<file path="config.mk">
export PLATFORM = sky130hd
export DESIGN_NAME = tcc_thermostat
export DESIGN_NICKNAME = d
export VERILOG_FILES = /design/src/core/tcc_pkg.sv /design/src/core/tcc_thermostat.sv
export VERILOG_INCLUDE_DIRS = /design/src /design/src/core
export SDC_FILE = /design/constraint.sdc
export NUM_CORES = 2
export LEC_CHECK = 0
export ABC_AREA = 1
export BUFFER_PORTS_ARGS = -buffer_cell sky130_fd_sc_hd__buf_4
export CORE_MARGIN = 3
export CORE_UTILIZATION = 50
export CTS_CLUSTER_DIAMETER = 150
export DETAILED_ROUTE_END_ITERATION = 8
export PLACE_DENSITY = 0.68
export SLEW_MARGIN = 30
export SYNTH_ARGS = -nofsm -noshare
export SYNTH_HDL_FRONTEND = slang
export SYNTH_SLANG_ARGS = --single-unit
</file>
<file path="constraint.sdc">
create_clock -name REF_CLK -period 4.8 [get_ports REF_CLK]
set_input_delay 0.24 -clock REF_CLK [delete_from_list [all_inputs] [get_ports REF_CLK]]
set_output_delay 0.24 -clock REF_CLK [all_outputs]
set_load 0.02 [all_outputs]
</file>
<file path="src/core/tcc_defs.svh">
`ifndef TCC_DEFS_SVH
`define TCC_DEFS_SVH
// Timing
`define TCC_CLK_HZ        50000000
`define TCC_SEC_NS        1000000000
`define TCC_CYC_PER_SEC   (`TCC_SEC_NS / (`TCC_SEC_NS / `TCC_CLK_HZ))
`define TCC_SEC_PER_MIN   60
// Parameter map: word index
`define TCC_IDX_SETPOINT  0
`define TCC_IDX_HYST      1
`define TCC_IDX_UPPER     2
`define TCC_IDX_LOWER     3
`define TCC_IDX_POLARITY  4
`define TCC_IDX_FAULT_ON  5
`define TCC_IDX_FAULT_OFF 6
`define TCC_IDX_START_DLY 7
`define TCC_IDX_OFF_HOLD  8
`define TCC_IDX_INTERVAL  9
`define TCC_IDX_PWR_DLY   10
`define TCC_IDX_GUARD     11
`define TCC_IDX_PASSCODE  12
`define TCC_IDX_DECPOINT  13
`define TCC_IDX_OFFSET    14
`define TCC_IDX_UNIT      15
`define TCC_IDX_PROBE     16
`define TCC_IDX_TABLE_ID  17
`define TCC_NUM_WORDS     18
// Defaults and limits, tenths of a degree where temperature
`define TCC_RST_SETPOINT  16'sh0000
`define TCC_RST_HYST      16'sh0014
`define TCC_RST_UPPER     16'sh0578
`define TCC_RST_LOWER     16'shFDDA
`define TCC_MAX_UPPER     16'sh0BCC
`define TCC_MIN_LOWER     16'shFDBC
`define TCC_MAX_OFFSET    16'sh0078
`define TCC_MIN_OFFSET    16'shFF88
`define TCC_MAX_TIME      8'hFA
`define TCC_RST_FAULT_OFF 8'h01
`define TCC_RST_PROBE     2'h1
`define TCC_TABLE_ID      16'h0001
// Card status display codes
`define TCC_SHOW_NONE     3'h0
`define TCC_SHOW_YES      3'h1
`define TCC_SHOW_NO       3'h2
`define TCC_SHOW_DL_OK    3'h3
`define TCC_SHOW_DL_FAIL  3'h4
// Card link commands
`define TCC_CMD_READ      2'h0
`define TCC_CMD_WRITE     2'h1
`define TCC_CMD_ERASE     2'h2
`endif

</file>
<file path="src/core/tcc_pkg.sv">
package tcc_pkg;
  typedef struct packed {
    logic [1:0]  cmd;
    logic [4:0]  idx;
    logic [15:0] data;
  } tcc_card_req_t;
  typedef struct packed {
    logic        ok;
    logic [15:0] data;
  } tcc_card_rsp_t;
  typedef enum logic [5:0] {
    TCC_CS_IDLE  = 6'h01,
    TCC_CS_LOAD  = 6'h02,
    TCC_CS_UP    = 6'h04,
    TCC_CS_ERASE = 6'h08,
    TCC_CS_WAIT  = 6'h10,
    TCC_CS_DONE  = 6'h20
  } tcc_card_state_t;
endpackage

</file>
<file path="src/core/tcc_thermostat.sv">
`include "tcc_defs.svh"
module tcc_thermostat #(
  parameter int CYC_PER_SEC = `TCC_CYC_PER_SEC,
  parameter int SEC_PER_MIN = `TCC_SEC_PER_MIN
) (
  input  wire logic                  REF_CLK,
  input  wire logic                  RST,
  input  wire logic signed [15:0]    PROBE_RAW,
  input  wire logic                  PROBE_FAULT,
  input  wire logic                  PARAM_WE,
  input  wire logic [4:0]            PARAM_IDX,
  input  wire logic [15:0]           PARAM_WDATA,
  input  wire logic                  BASIC_SET_WE,
  input  wire logic signed [15:0]    BASIC_SET_DATA,
  input  wire logic [7:0]            PASSCODE_ENTRY,
  input  wire logic                  CARD_PRESENT,
  input  wire logic                  CARD_UPLOAD,
  input  wire logic                  CARD_ERASE,
  output tcc_pkg::tcc_card_req_t     CARD_REQ,
  output logic                       CARD_REQ_VALID,
  input  wire logic                  CARD_REQ_READY,
  input  wire tcc_pkg::tcc_card_rsp_t CARD_RSP,
  input  wire logic                  CARD_RSP_VALID,
  output logic                       CARD_RSP_READY,
  output logic                       RELAY_OUT,
  output logic                       USER_ACCESS_OK,
  output logic signed [15:0]         TEMP_CORRECTED,
  output logic                       SHOW_DECIMAL,
  output logic                       SHOW_FAHRENHEIT,
  output logic [1:0]                 PROBE_TYPE,
  output logic [2:0]                 CARD_SHOW,
  output logic                       CARD_BUSY
);
  if (CYC_PER_SEC < 1 || SEC_PER_MIN < 1 || SEC_PER_MIN > 256) begin : g_bad_timebase
    $error("tcc_thermostat: timebase out of range");
  end

  logic [15:0] params_ff [`TCC_NUM_WORDS];
  logic signed [15:0] setpoint, hyst, upper, lower, offs, tgt, temp;
  logic [7:0] fault_on, fault_off, start_dly, off_hold, interval, pwr_dly, passcode;
  logic polarity, card_wr;
  logic [4:0] card_wr_idx;
  logic [15:0] card_wr_data;

  assign setpoint  = params_ff[`TCC_IDX_SETPOINT];
  assign hyst      = params_ff[`TCC_IDX_HYST];
  assign upper     = params_ff[`TCC_IDX_UPPER];
  assign lower     = params_ff[`TCC_IDX_LOWER];
  assign offs      = params_ff[`TCC_IDX_OFFSET];
  assign polarity  = params_ff[`TCC_IDX_POLARITY][0];
  assign fault_on  = params_ff[`TCC_IDX_FAULT_ON][7:0];
  assign fault_off = params_ff[`TCC_IDX_FAULT_OFF][7:0];
  assign start_dly = params_ff[`TCC_IDX_START_DLY][7:0];
  assign off_hold  = params_ff[`TCC_IDX_OFF_HOLD][7:0];
  assign interval  = params_ff[`TCC_IDX_INTERVAL][7:0];
  assign pwr_dly   = params_ff[`TCC_IDX_PWR_DLY][7:0];
  assign passcode  = params_ff[`TCC_IDX_PASSCODE][7:0];

  // Limit and range checks per word
  function automatic logic [15:0] fit(input logic [4:0] i, input logic [15:0] v,
                                      input logic signed [15:0] lo, input logic signed [15:0] hi);
    logic signed [15:0] s;
    logic [15:0] r;
    s = v;
    r = v;
    case (i)
      `TCC_IDX_SETPOINT: r = (s > hi) ? hi : ((s < lo) ? lo : s);
      `TCC_IDX_UPPER:    r = (s > `TCC_MAX_UPPER) ? `TCC_MAX_UPPER : s;
      `TCC_IDX_LOWER:    r = (s < `TCC_MIN_LOWER) ? `TCC_MIN_LOWER : s;
      `TCC_IDX_OFFSET:   r = (s > `TCC_MAX_OFFSET) ? `TCC_MAX_OFFSET :
                             ((s < `TCC_MIN_OFFSET) ? `TCC_MIN_OFFSET : s);
      `TCC_IDX_FAULT_ON, `TCC_IDX_FAULT_OFF, `TCC_IDX_START_DLY, `TCC_IDX_OFF_HOLD,
      `TCC_IDX_INTERVAL, `TCC_IDX_PWR_DLY, `TCC_IDX_PASSCODE:
        r = (v > 16'(`TCC_MAX_TIME)) ? 16'(`TCC_MAX_TIME) : v;
      `TCC_IDX_PROBE:    r = (v > 16'h0002) ? 16'(`TCC_RST_PROBE) : v;
      default:           r = v;
    endcase
    return r;
  endfunction

  always_ff @(posedge REF_CLK) begin
    if (RST) begin
      for (int i = 0; i < `TCC_NUM_WORDS; i++) begin
        params_ff[i] <= 16'h0000;
      end
      params_ff[`TCC_IDX_HYST]      <= `TCC_RST_HYST;
      params_ff[`TCC_IDX_UPPER]     <= `TCC_RST_UPPER;
      params_ff[`TCC_IDX_LOWER]     <= `TCC_RST_LOWER;
      params_ff[`TCC_IDX_FAULT_OFF] <= 16'(`TCC_RST_FAULT_OFF);
      params_ff[`TCC_IDX_DECPOINT]  <= 16'h0001;
      params_ff[`TCC_IDX_PROBE]     <= 16'(`TCC_RST_PROBE);
      params_ff[`TCC_IDX_TABLE_ID]  <= `TCC_TABLE_ID;
    end else if (card_wr && card_wr_idx != 5'(`TCC_IDX_TABLE_ID)) begin
      params_ff[card_wr_idx] <= fit(card_wr_idx, card_wr_data, lower, upper);
    end else if (PARAM_WE && PARAM_IDX < 5'(`TCC_IDX_TABLE_ID)) begin
      params_ff[PARAM_IDX] <= fit(PARAM_IDX, PARAM_WDATA, lower, upper);
    end else if (BASIC_SET_WE && !params_ff[`TCC_IDX_GUARD][0]) begin
      params_ff[`TCC_IDX_SETPOINT] <= fit(5'(`TCC_IDX_SETPOINT), BASIC_SET_DATA, lower, upper);
    end
  end

  assign tgt = (setpoint > upper) ? upper : ((setpoint < lower) ? lower : setpoint);
  assign temp = PROBE_RAW + offs;

  // Timebase: second and minute enables
  logic [31:0] sec_cnt_ff;
  logic [7:0]  min_cnt_ff;
  logic        sec_tick_ff, min_tick_ff;
  always_ff @(posedge REF_CLK) begin
    if (RST) begin
      sec_cnt_ff  <= 32'h0;
      min_cnt_ff  <= 8'h0;
      sec_tick_ff <= 1'b0;
      min_tick_ff <= 1'b0;
    end else begin
      sec_tick_ff <= 1'b0;
      min_tick_ff <= 1'b0;
      if (sec_cnt_ff == 32'(CYC_PER_SEC - 1)) begin
        sec_cnt_ff  <= 32'h0;
        sec_tick_ff <= 1'b1;
        if (min_cnt_ff == 8'(SEC_PER_MIN - 1)) begin
          min_cnt_ff  <= 8'h0;
          min_tick_ff <= 1'b1;
        end else begin
          min_cnt_ff <= min_cnt_ff + 8'h1;
        end
      end else begin
        sec_cnt_ff <= sec_cnt_ff + 32'h1;
      end
    end
  end

  logic demand_ff;
  always_ff @(posedge REF_CLK) begin
    if (RST) begin
      demand_ff <= 1'b0;
    end else if (!polarity) begin
      if (temp > tgt + hyst) demand_ff <= 1'b1;
      else if (temp <= tgt) demand_ff <= 1'b0;
    end else begin
      if (temp < tgt - hyst) demand_ff <= 1'b1;
      else if (temp >= tgt) demand_ff <= 1'b0;
    end
  end

  logic       fault_phase_ff;
  logic [7:0] fault_cnt_ff;
  logic       fault_req;
  always_ff @(posedge REF_CLK) begin
    if (RST || !PROBE_FAULT) begin
      fault_phase_ff <= 1'b1;
      fault_cnt_ff   <= 8'h0;
    end else if (min_tick_ff) begin
      if (fault_cnt_ff + 8'h1 >= (fault_phase_ff ? fault_on : fault_off)) begin
        fault_cnt_ff   <= 8'h0;
        fault_phase_ff <= !fault_phase_ff;
      end else begin
        fault_cnt_ff <= fault_cnt_ff + 8'h1;
      end
    end
  end
  assign fault_req = (fault_on != 8'h0) &&
                     ((fault_off == 8'h0) || fault_phase_ff);

  logic want;
  assign want = PROBE_FAULT ? fault_req : demand_ff;

  logic [7:0] pwr_cnt_ff;
  logic       pwr_done;
  always_ff @(posedge REF_CLK) begin
    if (RST) pwr_cnt_ff <= 8'h0;
    else if (min_tick_ff && pwr_cnt_ff < pwr_dly) pwr_cnt_ff <= pwr_cnt_ff + 8'h1;
  end
  assign pwr_done = (pwr_cnt_ff >= pwr_dly);

  logic [7:0] start_cnt_ff;
  always_ff @(posedge REF_CLK) begin
    if (RST || !want || RELAY_OUT) start_cnt_ff <= 8'h0;
    else if (sec_tick_ff && start_cnt_ff < start_dly) start_cnt_ff <= start_cnt_ff + 8'h1;
  end

  logic [7:0] off_cnt_ff, gap_cnt_ff;
  logic       started_ff, nxt_relay;
  always_ff @(posedge REF_CLK) begin
    if (RST) begin
      off_cnt_ff <= 8'hFF;
      gap_cnt_ff <= 8'hFF;
      started_ff <= 1'b0;
    end else begin
      if (RELAY_OUT) off_cnt_ff <= 8'h0;
      else if (min_tick_ff && off_cnt_ff != 8'hFF) off_cnt_ff <= off_cnt_ff + 8'h1;
      if (!RELAY_OUT && nxt_relay) begin
        gap_cnt_ff <= 8'h0;
        started_ff <= 1'b1;
      end else if (min_tick_ff && gap_cnt_ff != 8'hFF) begin
        gap_cnt_ff <= gap_cnt_ff + 8'h1;
      end
    end
  end

  assign nxt_relay = want && pwr_done &&
                     (RELAY_OUT || ((start_cnt_ff >= start_dly) &&
                                    (off_cnt_ff >= off_hold) &&
                                    (!started_ff || gap_cnt_ff >= interval)));
  always_ff @(posedge REF_CLK) begin
    if (RST) RELAY_OUT <= 1'b0;
    else RELAY_OUT <= nxt_relay;
  end

  always_ff @(posedge REF_CLK) begin
    if (RST) begin
      USER_ACCESS_OK  <= 1'b0;
      TEMP_CORRECTED  <= 16'sh0000;
      SHOW_DECIMAL    <= 1'b1;
      SHOW_FAHRENHEIT <= 1'b0;
      PROBE_TYPE      <= `TCC_RST_PROBE;
    end else begin
      USER_ACCESS_OK  <= (passcode == 8'h0) || (PASSCODE_ENTRY == passcode);
      TEMP_CORRECTED  <= temp;
      SHOW_DECIMAL    <= params_ff[`TCC_IDX_DECPOINT][0];
      SHOW_FAHRENHEIT <= params_ff[`TCC_IDX_UNIT][0];
      PROBE_TYPE      <= params_ff[`TCC_IDX_PROBE][1:0];
    end
  end

  // Two-entry response buffer, ready only when empty, so one response held at a time
  tcc_pkg::tcc_card_rsp_t rbuf_ff [2];
  logic [1:0] rcnt_ff;
  logic       rptr_ff, wptr_ff, rpop;
  tcc_pkg::tcc_card_rsp_t rhead;
  assign rhead = rbuf_ff[rptr_ff];
  always_ff @(posedge REF_CLK) begin
    if (RST) begin
      rcnt_ff        <= 2'h0;
      rptr_ff        <= 1'b0;
      wptr_ff        <= 1'b0;
      CARD_RSP_READY <= 1'b0;
    end else begin
      if (CARD_RSP_VALID && CARD_RSP_READY) begin
        rbuf_ff[wptr_ff] <= CARD_RSP;
        wptr_ff <= !wptr_ff;
      end
      if (rpop) rptr_ff <= !rptr_ff;
      rcnt_ff <= rcnt_ff + 2'((CARD_RSP_VALID && CARD_RSP_READY)) - 2'(rpop);
      CARD_RSP_READY <= (rcnt_ff + 2'((CARD_RSP_VALID && CARD_RSP_READY)) - 2'(rpop)) == 2'h0;
    end
  end

  tcc_pkg::tcc_card_state_t state_ff, ret_ff;
  logic [4:0] idx_ff;
  logic       okall_ff, pup_ff;
  assign rpop        = (state_ff == tcc_pkg::TCC_CS_WAIT) && (rcnt_ff != 2'h0);
  assign card_wr     = rpop && (ret_ff == tcc_pkg::TCC_CS_LOAD) && rhead.ok;
  assign card_wr_idx = idx_ff;
  assign card_wr_data = rhead.data;
  always_ff @(posedge REF_CLK) begin
    if (RST) begin
      state_ff       <= tcc_pkg::TCC_CS_IDLE;
      ret_ff         <= tcc_pkg::TCC_CS_IDLE;
      idx_ff         <= 5'h0;
      okall_ff       <= 1'b1;
      pup_ff         <= 1'b1;
      CARD_REQ       <= '0;
      CARD_REQ_VALID <= 1'b0;
      CARD_SHOW      <= `TCC_SHOW_NONE;
      CARD_BUSY      <= 1'b0;
    end else begin
      case (state_ff)
        tcc_pkg::TCC_CS_IDLE: begin
          idx_ff   <= 5'h0;
          okall_ff <= 1'b1;
          pup_ff   <= 1'b0;
          if (pup_ff && CARD_PRESENT) begin
            state_ff <= tcc_pkg::TCC_CS_LOAD;
            CARD_BUSY <= 1'b1;
          end else if (CARD_ERASE && CARD_PRESENT) begin
            state_ff <= tcc_pkg::TCC_CS_ERASE;
            CARD_BUSY <= 1'b1;
          end else if (CARD_UPLOAD) begin
            state_ff  <= CARD_PRESENT ? tcc_pkg::TCC_CS_UP : tcc_pkg::TCC_CS_DONE;
            ret_ff    <= tcc_pkg::TCC_CS_UP;
            CARD_BUSY <= 1'b1;
          end
        end
        tcc_pkg::TCC_CS_LOAD, tcc_pkg::TCC_CS_UP, tcc_pkg::TCC_CS_ERASE: begin
          CARD_REQ.cmd  <= (state_ff == tcc_pkg::TCC_CS_LOAD) ? `TCC_CMD_READ :
                           (state_ff == tcc_pkg::TCC_CS_UP) ? `TCC_CMD_WRITE : `TCC_CMD_ERASE;
          CARD_REQ.idx  <= idx_ff;
          CARD_REQ.data <= params_ff[idx_ff];
          CARD_REQ_VALID <= 1'b1;
          ret_ff   <= state_ff;
          state_ff <= tcc_pkg::TCC_CS_WAIT;
        end
        tcc_pkg::TCC_CS_WAIT: begin
          if (CARD_REQ_VALID && CARD_REQ_READY) CARD_REQ_VALID <= 1'b0;
          if (rpop) begin
            okall_ff <= okall_ff && rhead.ok;
            if (ret_ff == tcc_pkg::TCC_CS_ERASE ||
                idx_ff == 5'(`TCC_NUM_WORDS - 1) || !CARD_PRESENT) begin
              state_ff <= tcc_pkg::TCC_CS_DONE;
            end else begin
              idx_ff   <= idx_ff + 5'h1;
              state_ff <= ret_ff;
            end
          end
        end
        tcc_pkg::TCC_CS_DONE: begin
          CARD_BUSY <= 1'b0;
          if (ret_ff == tcc_pkg::TCC_CS_LOAD)
            CARD_SHOW <= (okall_ff && CARD_PRESENT) ? `TCC_SHOW_DL_OK : `TCC_SHOW_DL_FAIL;
          else
            CARD_SHOW <= (okall_ff && CARD_PRESENT) ? `TCC_SHOW_YES : `TCC_SHOW_NO;
          state_ff <= tcc_pkg::TCC_CS_IDLE;
        end
        default: state_ff <= tcc_pkg::TCC_CS_IDLE;
      endcase
    end
  end

  // relay start needs power-up, start-delay and off-hold timers expired
  chk_relay_start_gates: assert property (@(posedge REF_CLK) disable iff (RST)
    $rose(RELAY_OUT) |-> $past(pwr_done) && $past(start_cnt_ff >= start_dly))
    else $error("relay started before timers expired");
  chk_off_hold_kept: assert property (@(posedge REF_CLK) disable iff (RST)
    $rose(RELAY_OUT) |-> $past(off_cnt_ff) >= $past(off_hold))
    else $error("relay restarted inside off hold");
  // relay is on only if want (demand, or fault cycle when faulty) was set
  chk_relay_needs_want: assert property (@(posedge REF_CLK) disable iff (RST)
    RELAY_OUT |-> $past(want))
    else $error("relay on without request");
  chk_fault_off_held: assert property (@(posedge REF_CLK) disable iff (RST)
    PROBE_FAULT && fault_on == 8'h0 ##1 PROBE_FAULT |-> !RELAY_OUT)
    else $error("relay on with zero fault on-time");
  chk_table_id_fixed: assert property (@(posedge REF_CLK) disable iff (RST)
    params_ff[`TCC_IDX_TABLE_ID] == `TCC_TABLE_ID)
    else $error("table id changed");
  chk_setpoint_clamped: assert property (@(posedge REF_CLK) disable iff (RST)
    PARAM_WE && PARAM_IDX == 5'(`TCC_IDX_SETPOINT) && !card_wr |=>
      $signed(params_ff[`TCC_IDX_SETPOINT]) <= $past(upper))
    else $error("setpoint above upper limit");
  chk_guard_blocks_set: assert property (@(posedge REF_CLK) disable iff (RST)
    BASIC_SET_WE && !PARAM_WE && !card_wr && params_ff[`TCC_IDX_GUARD][0] |=>
      $stable(params_ff[`TCC_IDX_SETPOINT]))
    else $error("setpoint changed under edit guard");
  chk_passcode_gate: assert property (@(posedge REF_CLK) disable iff (RST)
    passcode != 8'h0 && PASSCODE_ENTRY != passcode ##1 $stable(passcode) |-> !USER_ACCESS_OK)
    else $error("access granted with wrong passcode");
endmodule // tcc_thermostat

</file>
# Word-level counts from Yosys, hierarchy flattened
# Memories as Yosys holds them, arrays and structs flattened. A register that Yosys moved wholly into a read port is not among the register bits.
# Index checks and enable logic that the tools add are counted.
# word_totals
reg_bits	139
mem_bits_rw	322
inputBits	88
out_inout_bits	51
word_cells	305
memories	2
# op_classes
add_sub_neg	13
magnitude_cmp	32
n_eq_ne	45
muxes	106
bitwise	9
reduce_logical	69
# mem_list
name	depth	word_bits	read_ports	rd_ports_with_merged_regs	wr	line_no	rtl
params_ff	18	16	18	4	18	tcc_thermostat.sv:38	logic [15:0] params_ff [`TCC_NUM_WORDS];
rbuf_ff	2	17	1	1	1	tcc_thermostat.sv:227	tcc_pkg::tcc_card_rsp_t rbuf_ff [2];
# ops
cell	count
$mux W16	39
$pmux W16 S6	2
$gt A16 B16 Y1	5
$lt A16 B16 Y1	5
$gt A16 B8 Y1 const B	4
$mux W8	7
$mux W6	9
$eq A5 B4 Y1 const B	10
$add A8 B1 Y8 const B	6
$ge A8 B8 Y1	5
$mux W1	34
$add A16 B16 Y16	2
$add A32 B1 Y32 const B	1
$eq A32 B26 Y1 const B	1
$gt A16 B13 Y1 const B	2
$gt A16 B2 Y1 const B	2
$lt A16 B11 Y1 const B	2
$lt A16 B8 Y1 const B	2
$reduce_or A16 Y1	2
$eq A5 B3 Y1 const B	6
$logic_and A1 B1 Y1	22
$eq A5 B2 Y1 const B	4
$mux W5	4
$pmux W6 S3	1
other kinds (44)	97

# Logic depth before layout (Yosys ltp)
# logic_depth
ltp_word	11
depth_mapped	43
ltp_nobuf	42

# Worst setup path before layout
# No wires, ideal clock.
# synth_path
kind	register -> register
startpoint	mem params_ff[2][9]
endpoint	reg demand_ff
setup_time_ps	71
arrival_time_ps	4991
required_ps	4729
setup_slack_ps	-261
stages_incl_launch_ff	34
path_buffers	2
period_less_slack_ps	5061
path_cell_list	edfxtp_1 > inv_1 > ha_1 > a21oi_1 > nand3b_1 > a21oi_1 > nor2_1 > nand3_1 > nand3_1 > clkbuf_1 > o211ai_1 > o21ai_0 > inv_1 > ha_1 > clkbuf_1 > inv_1 > o31ai_1 > nand4_1 > nand2_1 > a21oi_1 > o21ai_0 > a21boi_0 > o21ai_0 > xor2_1 > ha_1 > a21oi_1 > o21ai_0 > a21oi_1 > nand2_1 > a21oi_1 > o21ai_0 > nand2_1 > nand3_1 > a21oi_1
# synth_lines
item	line_no	rtl
start: declaration	tcc_thermostat.sv:38	
end signal: assignment	tcc_thermostat.sv:136	demand_ff <= 1'b0;
end signal: assignment	tcc_thermostat.sv:138	if (temp > tgt + hyst) demand_ff <= 1'b1;
end signal: assignment	tcc_thermostat.sv:139	else if (temp <= tgt) demand_ff <= 1'b0;
end: declaration	tcc_thermostat.sv:133	logic demand_ff;

==> summary.txt <==
Run status
  – Outcome: finished with violations
  – Violated checks: negative setup slack

Clock tree
  – Clock H-tree levels: 3
  – Max Buffers Root-to-Sink: 3
  – Root buffer cell: sky130_fd_sc_hd__clkbuf_16
  – TritonCTS Buffers: 77
  – Clock-pin transition on the worst setup and hold timing paths: around 0.060 ns
  – CTS tree: yes
  – Clock insertion delay at the later pin of the skew report: between 0.6 and 0.7 ns
  – Total clock sinks: about 710

Detailed routing
  – Wire per inst: between 20 and 25 um
  – Antenna-violating nets left: 0
  – Vias per cell: 5.930
  – Number of iterations in the first detailed-routing pass: 6
  – Number of vias in the routed layout: around 37,000
  – Drc violations: 0
  – Final Routed Wirelength: 139,600 um
  – First DRT Iteration DRCs: between 4,000 and 5,000

Yosys
  – Synthesis Warnings: 0
  – Post-synthesis register bit count: between 700 and 800
  – Post-synth EDFFs: around 550
  – Fraction of registers with async set or reset after synthesis: 0%
  – Gate count of the mapped netlist: about 4,700
  – Synthesized Nets: 5,101
  – Syn Std Cell Area: between 40,000 and 50,000 um^2
  – Count of distinct cell types in the synthesized netlist: between 60 and 70
  – Post-synthesis sequential area ratio: a little under 50%
  – Post-synthesis area per instance: 8.540 um^2
  – Most used flip-flop cell after synthesis: sky130_fd_sc_hd__edfxtp_1

Critical path
  – Reg2Reg Setup Slack: -0.1 ns
  – Critical Path Max Stage Delay: 0.45 ns
  – Worst r2r path cells: 35
  – Critical path's slowest cell: sky130_fd_sc_hd__edfxtp_1
  – Crit path required time: between 5 and 6 ns
  – Arrival time at the worst endpoint: ~5.4 ns
  – Most used cell, CP: sky130_fd_sc_hd__nand2_1
  – Startpoint types: register
  – Capturing point of the worst reg2reg path: demand_ff$_SDFFE_PP0P_
  – Crit path kind: register to register
  – Kind of capture point of the worst setup path: register
  – Worst reg2reg path startpoint: params_ff[0][1]$_DFFE_PP_
  – Maximum fanout count along the critical path: 6

Final layout
  – Final net count: 5,452
  – Layout cells sized above 1: between 10% and 20%
  – Post-route cell area: around 48,000 um^2
  – Antenna diode count: 0
  – Area growth from synthesis to final layout: 17.58%
  – Number of standard cells in the final layout excluding fillers: 6,197
  – Most common cell after layout, fill and taps aside: sky130_fd_sc_hd__nand2_1
  – Post-Route Utilization: ~60%
  – Top library cells by usage in the layout, fill and taps aside: sky130_fd_sc_hd__nand2_1 (769), sky130_fd_sc_hd__nor2_1 (654), sky130_fd_sc_hd__edfxtp_1 (546), sky130_fd_sc_hd__o21ai_0 (459), sky130_fd_sc_hd__inv_1 (453)

Pwr
  – PwrDens: ~400 nW/um^2
  – Highest ir drop seen on vdd: 0.4007 mV
  – Post-layout total power: between 15 and 20 mW
  – Leakage Power: between 20 and 25 nW

STA
  – Worst slack on hold paths: about 0.057 ns
  – Final total negative setup slack: -0.09838 ns
  – Final-report max-slew violation count: 0
  – Min Tclk post-route: approximately 5 ns
  – Relative slew margins: between 20 and 30%
  – Setup violators final: 1
  – Post-route fraction of the period consumed by the critical path: 102.0%
  – Final setup margin: -0.09838 ns
  – Clock Skew: 0.03454 ns
  – Number of hold violations in the final report: 0
  – Unrepaired setup endpoints after global routing: yes
  – Maximum frequency from static timing analysis: approximately 200 MHz
  – Pin slew with the least headroom to its limit: about 1.1 ns

Floorplan
  – Starting density of the core: between 50% and 60%
  – Die area: approximately 84,000 um^2
  – Top Ports: 139
  – Die width: between 200 and 300 um
  – Core region area: 79,520 um^2
  – Floorplan die height: 290.4 um
  – Std cell rows: ~100

Worst hold path
  – Worst hold path type: input port to register
  – Instance count along the most critical hold path: 4
  – Hold Path Sink: TEMP_CORRECTED[0]$_SDFF_PP0_
  – Hold Startpoint: PROBE_RAW[0]

GRT
  – Total routing usage reported by global routing: 31.98%
  – Pin count of the biggest net entering global routing: about 210
  – Sum of overflow across all layers after global routing: 0
  – Number of antenna violations at the first check in global routing: 0
  – First-pass GRT wire length: just over 200,000 um
  – Via count of the first global-routing pass: between 30,000 and 40,000

Placed design
  – Setup slack after placement: -0.4859 ns
  – Post-DP HPWL: 97,630 um
  – Post-placement cell count: approximately 6,000
  – Placer Congestion: slightly above 1
  – Input/output buffers: roughly 140
  – Placed standard-cell area: roughly 44,000 um^2

Flow run
  – Max-capacitance violation count: 0
## sequential cells by signal, indices dropped and copies added (netlist names), 5 cells and up, named ones only
name / count
CARD_REQ: 23
TEMP_CORRECTED: 16
card_wr_idx: 5
fault_cnt_ff: 8
gap_cnt_ff: 8
min_cnt_ff: 8
off_cnt_ff: 8
params_ff: 512
pwr_cnt_ff: 8
rbuf_ff: 34
ret_ff: 6
sec_cnt_ff: 32
start_cnt_ff: 8
state_ff: 6
## kinds of logic (layout without fill, tap and decap cells)
| group | after synthesis | count (layout) | synth area share [%] |
|---|---|---|---|
| muxes | 1 | 1 | 0.02475 |
| xor gates and xnor gates | 59 | 59 | 1.278 |
| buffers and inverters | 688 | 1099 | 6.592 |
| adders and majority gates | 277 | 277 | 8.624 |
| AOI/OAI and AO/OA | 1097 | 1097 | 15.02 |
| DFF | 706 | 706 | 48.45 |
| and+or+nand+nor | 1908 | 1908 | 20.01 |
## worst max-delay path, delay by kind of cell, from the launching register on
family                   cells  cell delay [ns]
XOR/XNOR                     1             0.12
AND/OR/NAND/NOR             19             1.65
flip-flops                   1             0.45
adder cells (fa/ha/maj)      3             0.99
buffers and inverters        3             0.39
AO/OA/AOI/OAI                9             1.19
## per-layer routing
layer	up-vias	GRT usage, %	share of wire (%)
met4	0	12.66	4.5
met2	2142	48.51	43
li1	17100	-	-
met5	-	0	0
met3	311	5.991	12
met1	17190	45.39	40
## cell type report
cell class                      count  area, um^2
Sequential cell                   706       19610
Inverter                          492        1859
Clock buffer                      106        2056
Timing Repair Buffer              468        3690
Tap cell                         1050        1314
Fill cell                        6899       31960
Clock inverter                     33       381.6
Multi-Input combinational cell   3342       18650
## cell usage after synthesis, types with 32 or more instances
library cell | instances | area [um^2]
sky130_fd_sc_hd__dfxtp_1 | 160 | 3203
sky130_fd_sc_hd__nor2_1 | 669 | 2511
sky130_fd_sc_hd__clkbuf_1 | 144 | 540.5
sky130_fd_sc_hd__nand2_1 | 780 | 2928
sky130_fd_sc_hd__nand3_1 | 207 | 1036
sky130_fd_sc_hd__o21ai_0 | 479 | 2397
sky130_fd_sc_hd__xor2_1 | 42 | 367.9
sky130_fd_sc_hd__o22ai_1 | 99 | 619.3
sky130_fd_sc_hd__edfxtp_1 | 546 | 16400
sky130_fd_sc_hd__buf_2 | 32 | 160.2
sky130_fd_sc_hd__ha_1 | 274 | 3428
sky130_fd_sc_hd__inv_1 | 465 | 1745
sky130_fd_sc_hd__o211ai_1 | 46 | 345.3
sky130_fd_sc_hd__nand4_1 | 62 | 387.9
sky130_fd_sc_hd__nor3_1 | 83 | 415.4
sky130_fd_sc_hd__a21oi_1 | 355 | 1777
## how the worst max path moves through the flow
stage	start	endpoint	depth (start not counted)
5_1_grt	params_ff[0][1]$_DFFE_PP_	demand_ff$_SDFFE_PP0P_	36
3_3_place_gp	params_ff[0][3]$_DFFE_PP_	demand_ff$_SDFFE_PP0P_	33
3_5_place_dp	params_ff[0][1]$_DFFE_PP_	demand_ff$_SDFFE_PP0P_	35
2_1_floorplan	params_ff[2][9]$_SDFFCE_PN0P_	demand_ff$_SDFFE_PP0P_	33
4_1_cts	params_ff[0][3]$_DFFE_PP_	demand_ff$_SDFFE_PP0P_	33
6_report	params_ff[0][1]$_DFFE_PP_	demand_ff$_SDFFE_PP0P_	35
## power breakdown
group          internal, mW  total [mW]  switching [mW]
registers              7.03        7.17           0.138
logic                  2.11        6.54            4.43
clock network          3.26        5.77            2.52
total                  12.4        19.5            7.08
## timing repair
item	in CTS	in global routing
endpoints found under the setup margin	1	12
endpoints found under the hold margin	53	0
gates cloned	2	0
pin swaps	28	41
hold buffers	28	0
gates resized for setup	54	59
buffers inserted	7	8
(Power assumes the default switching activity.)
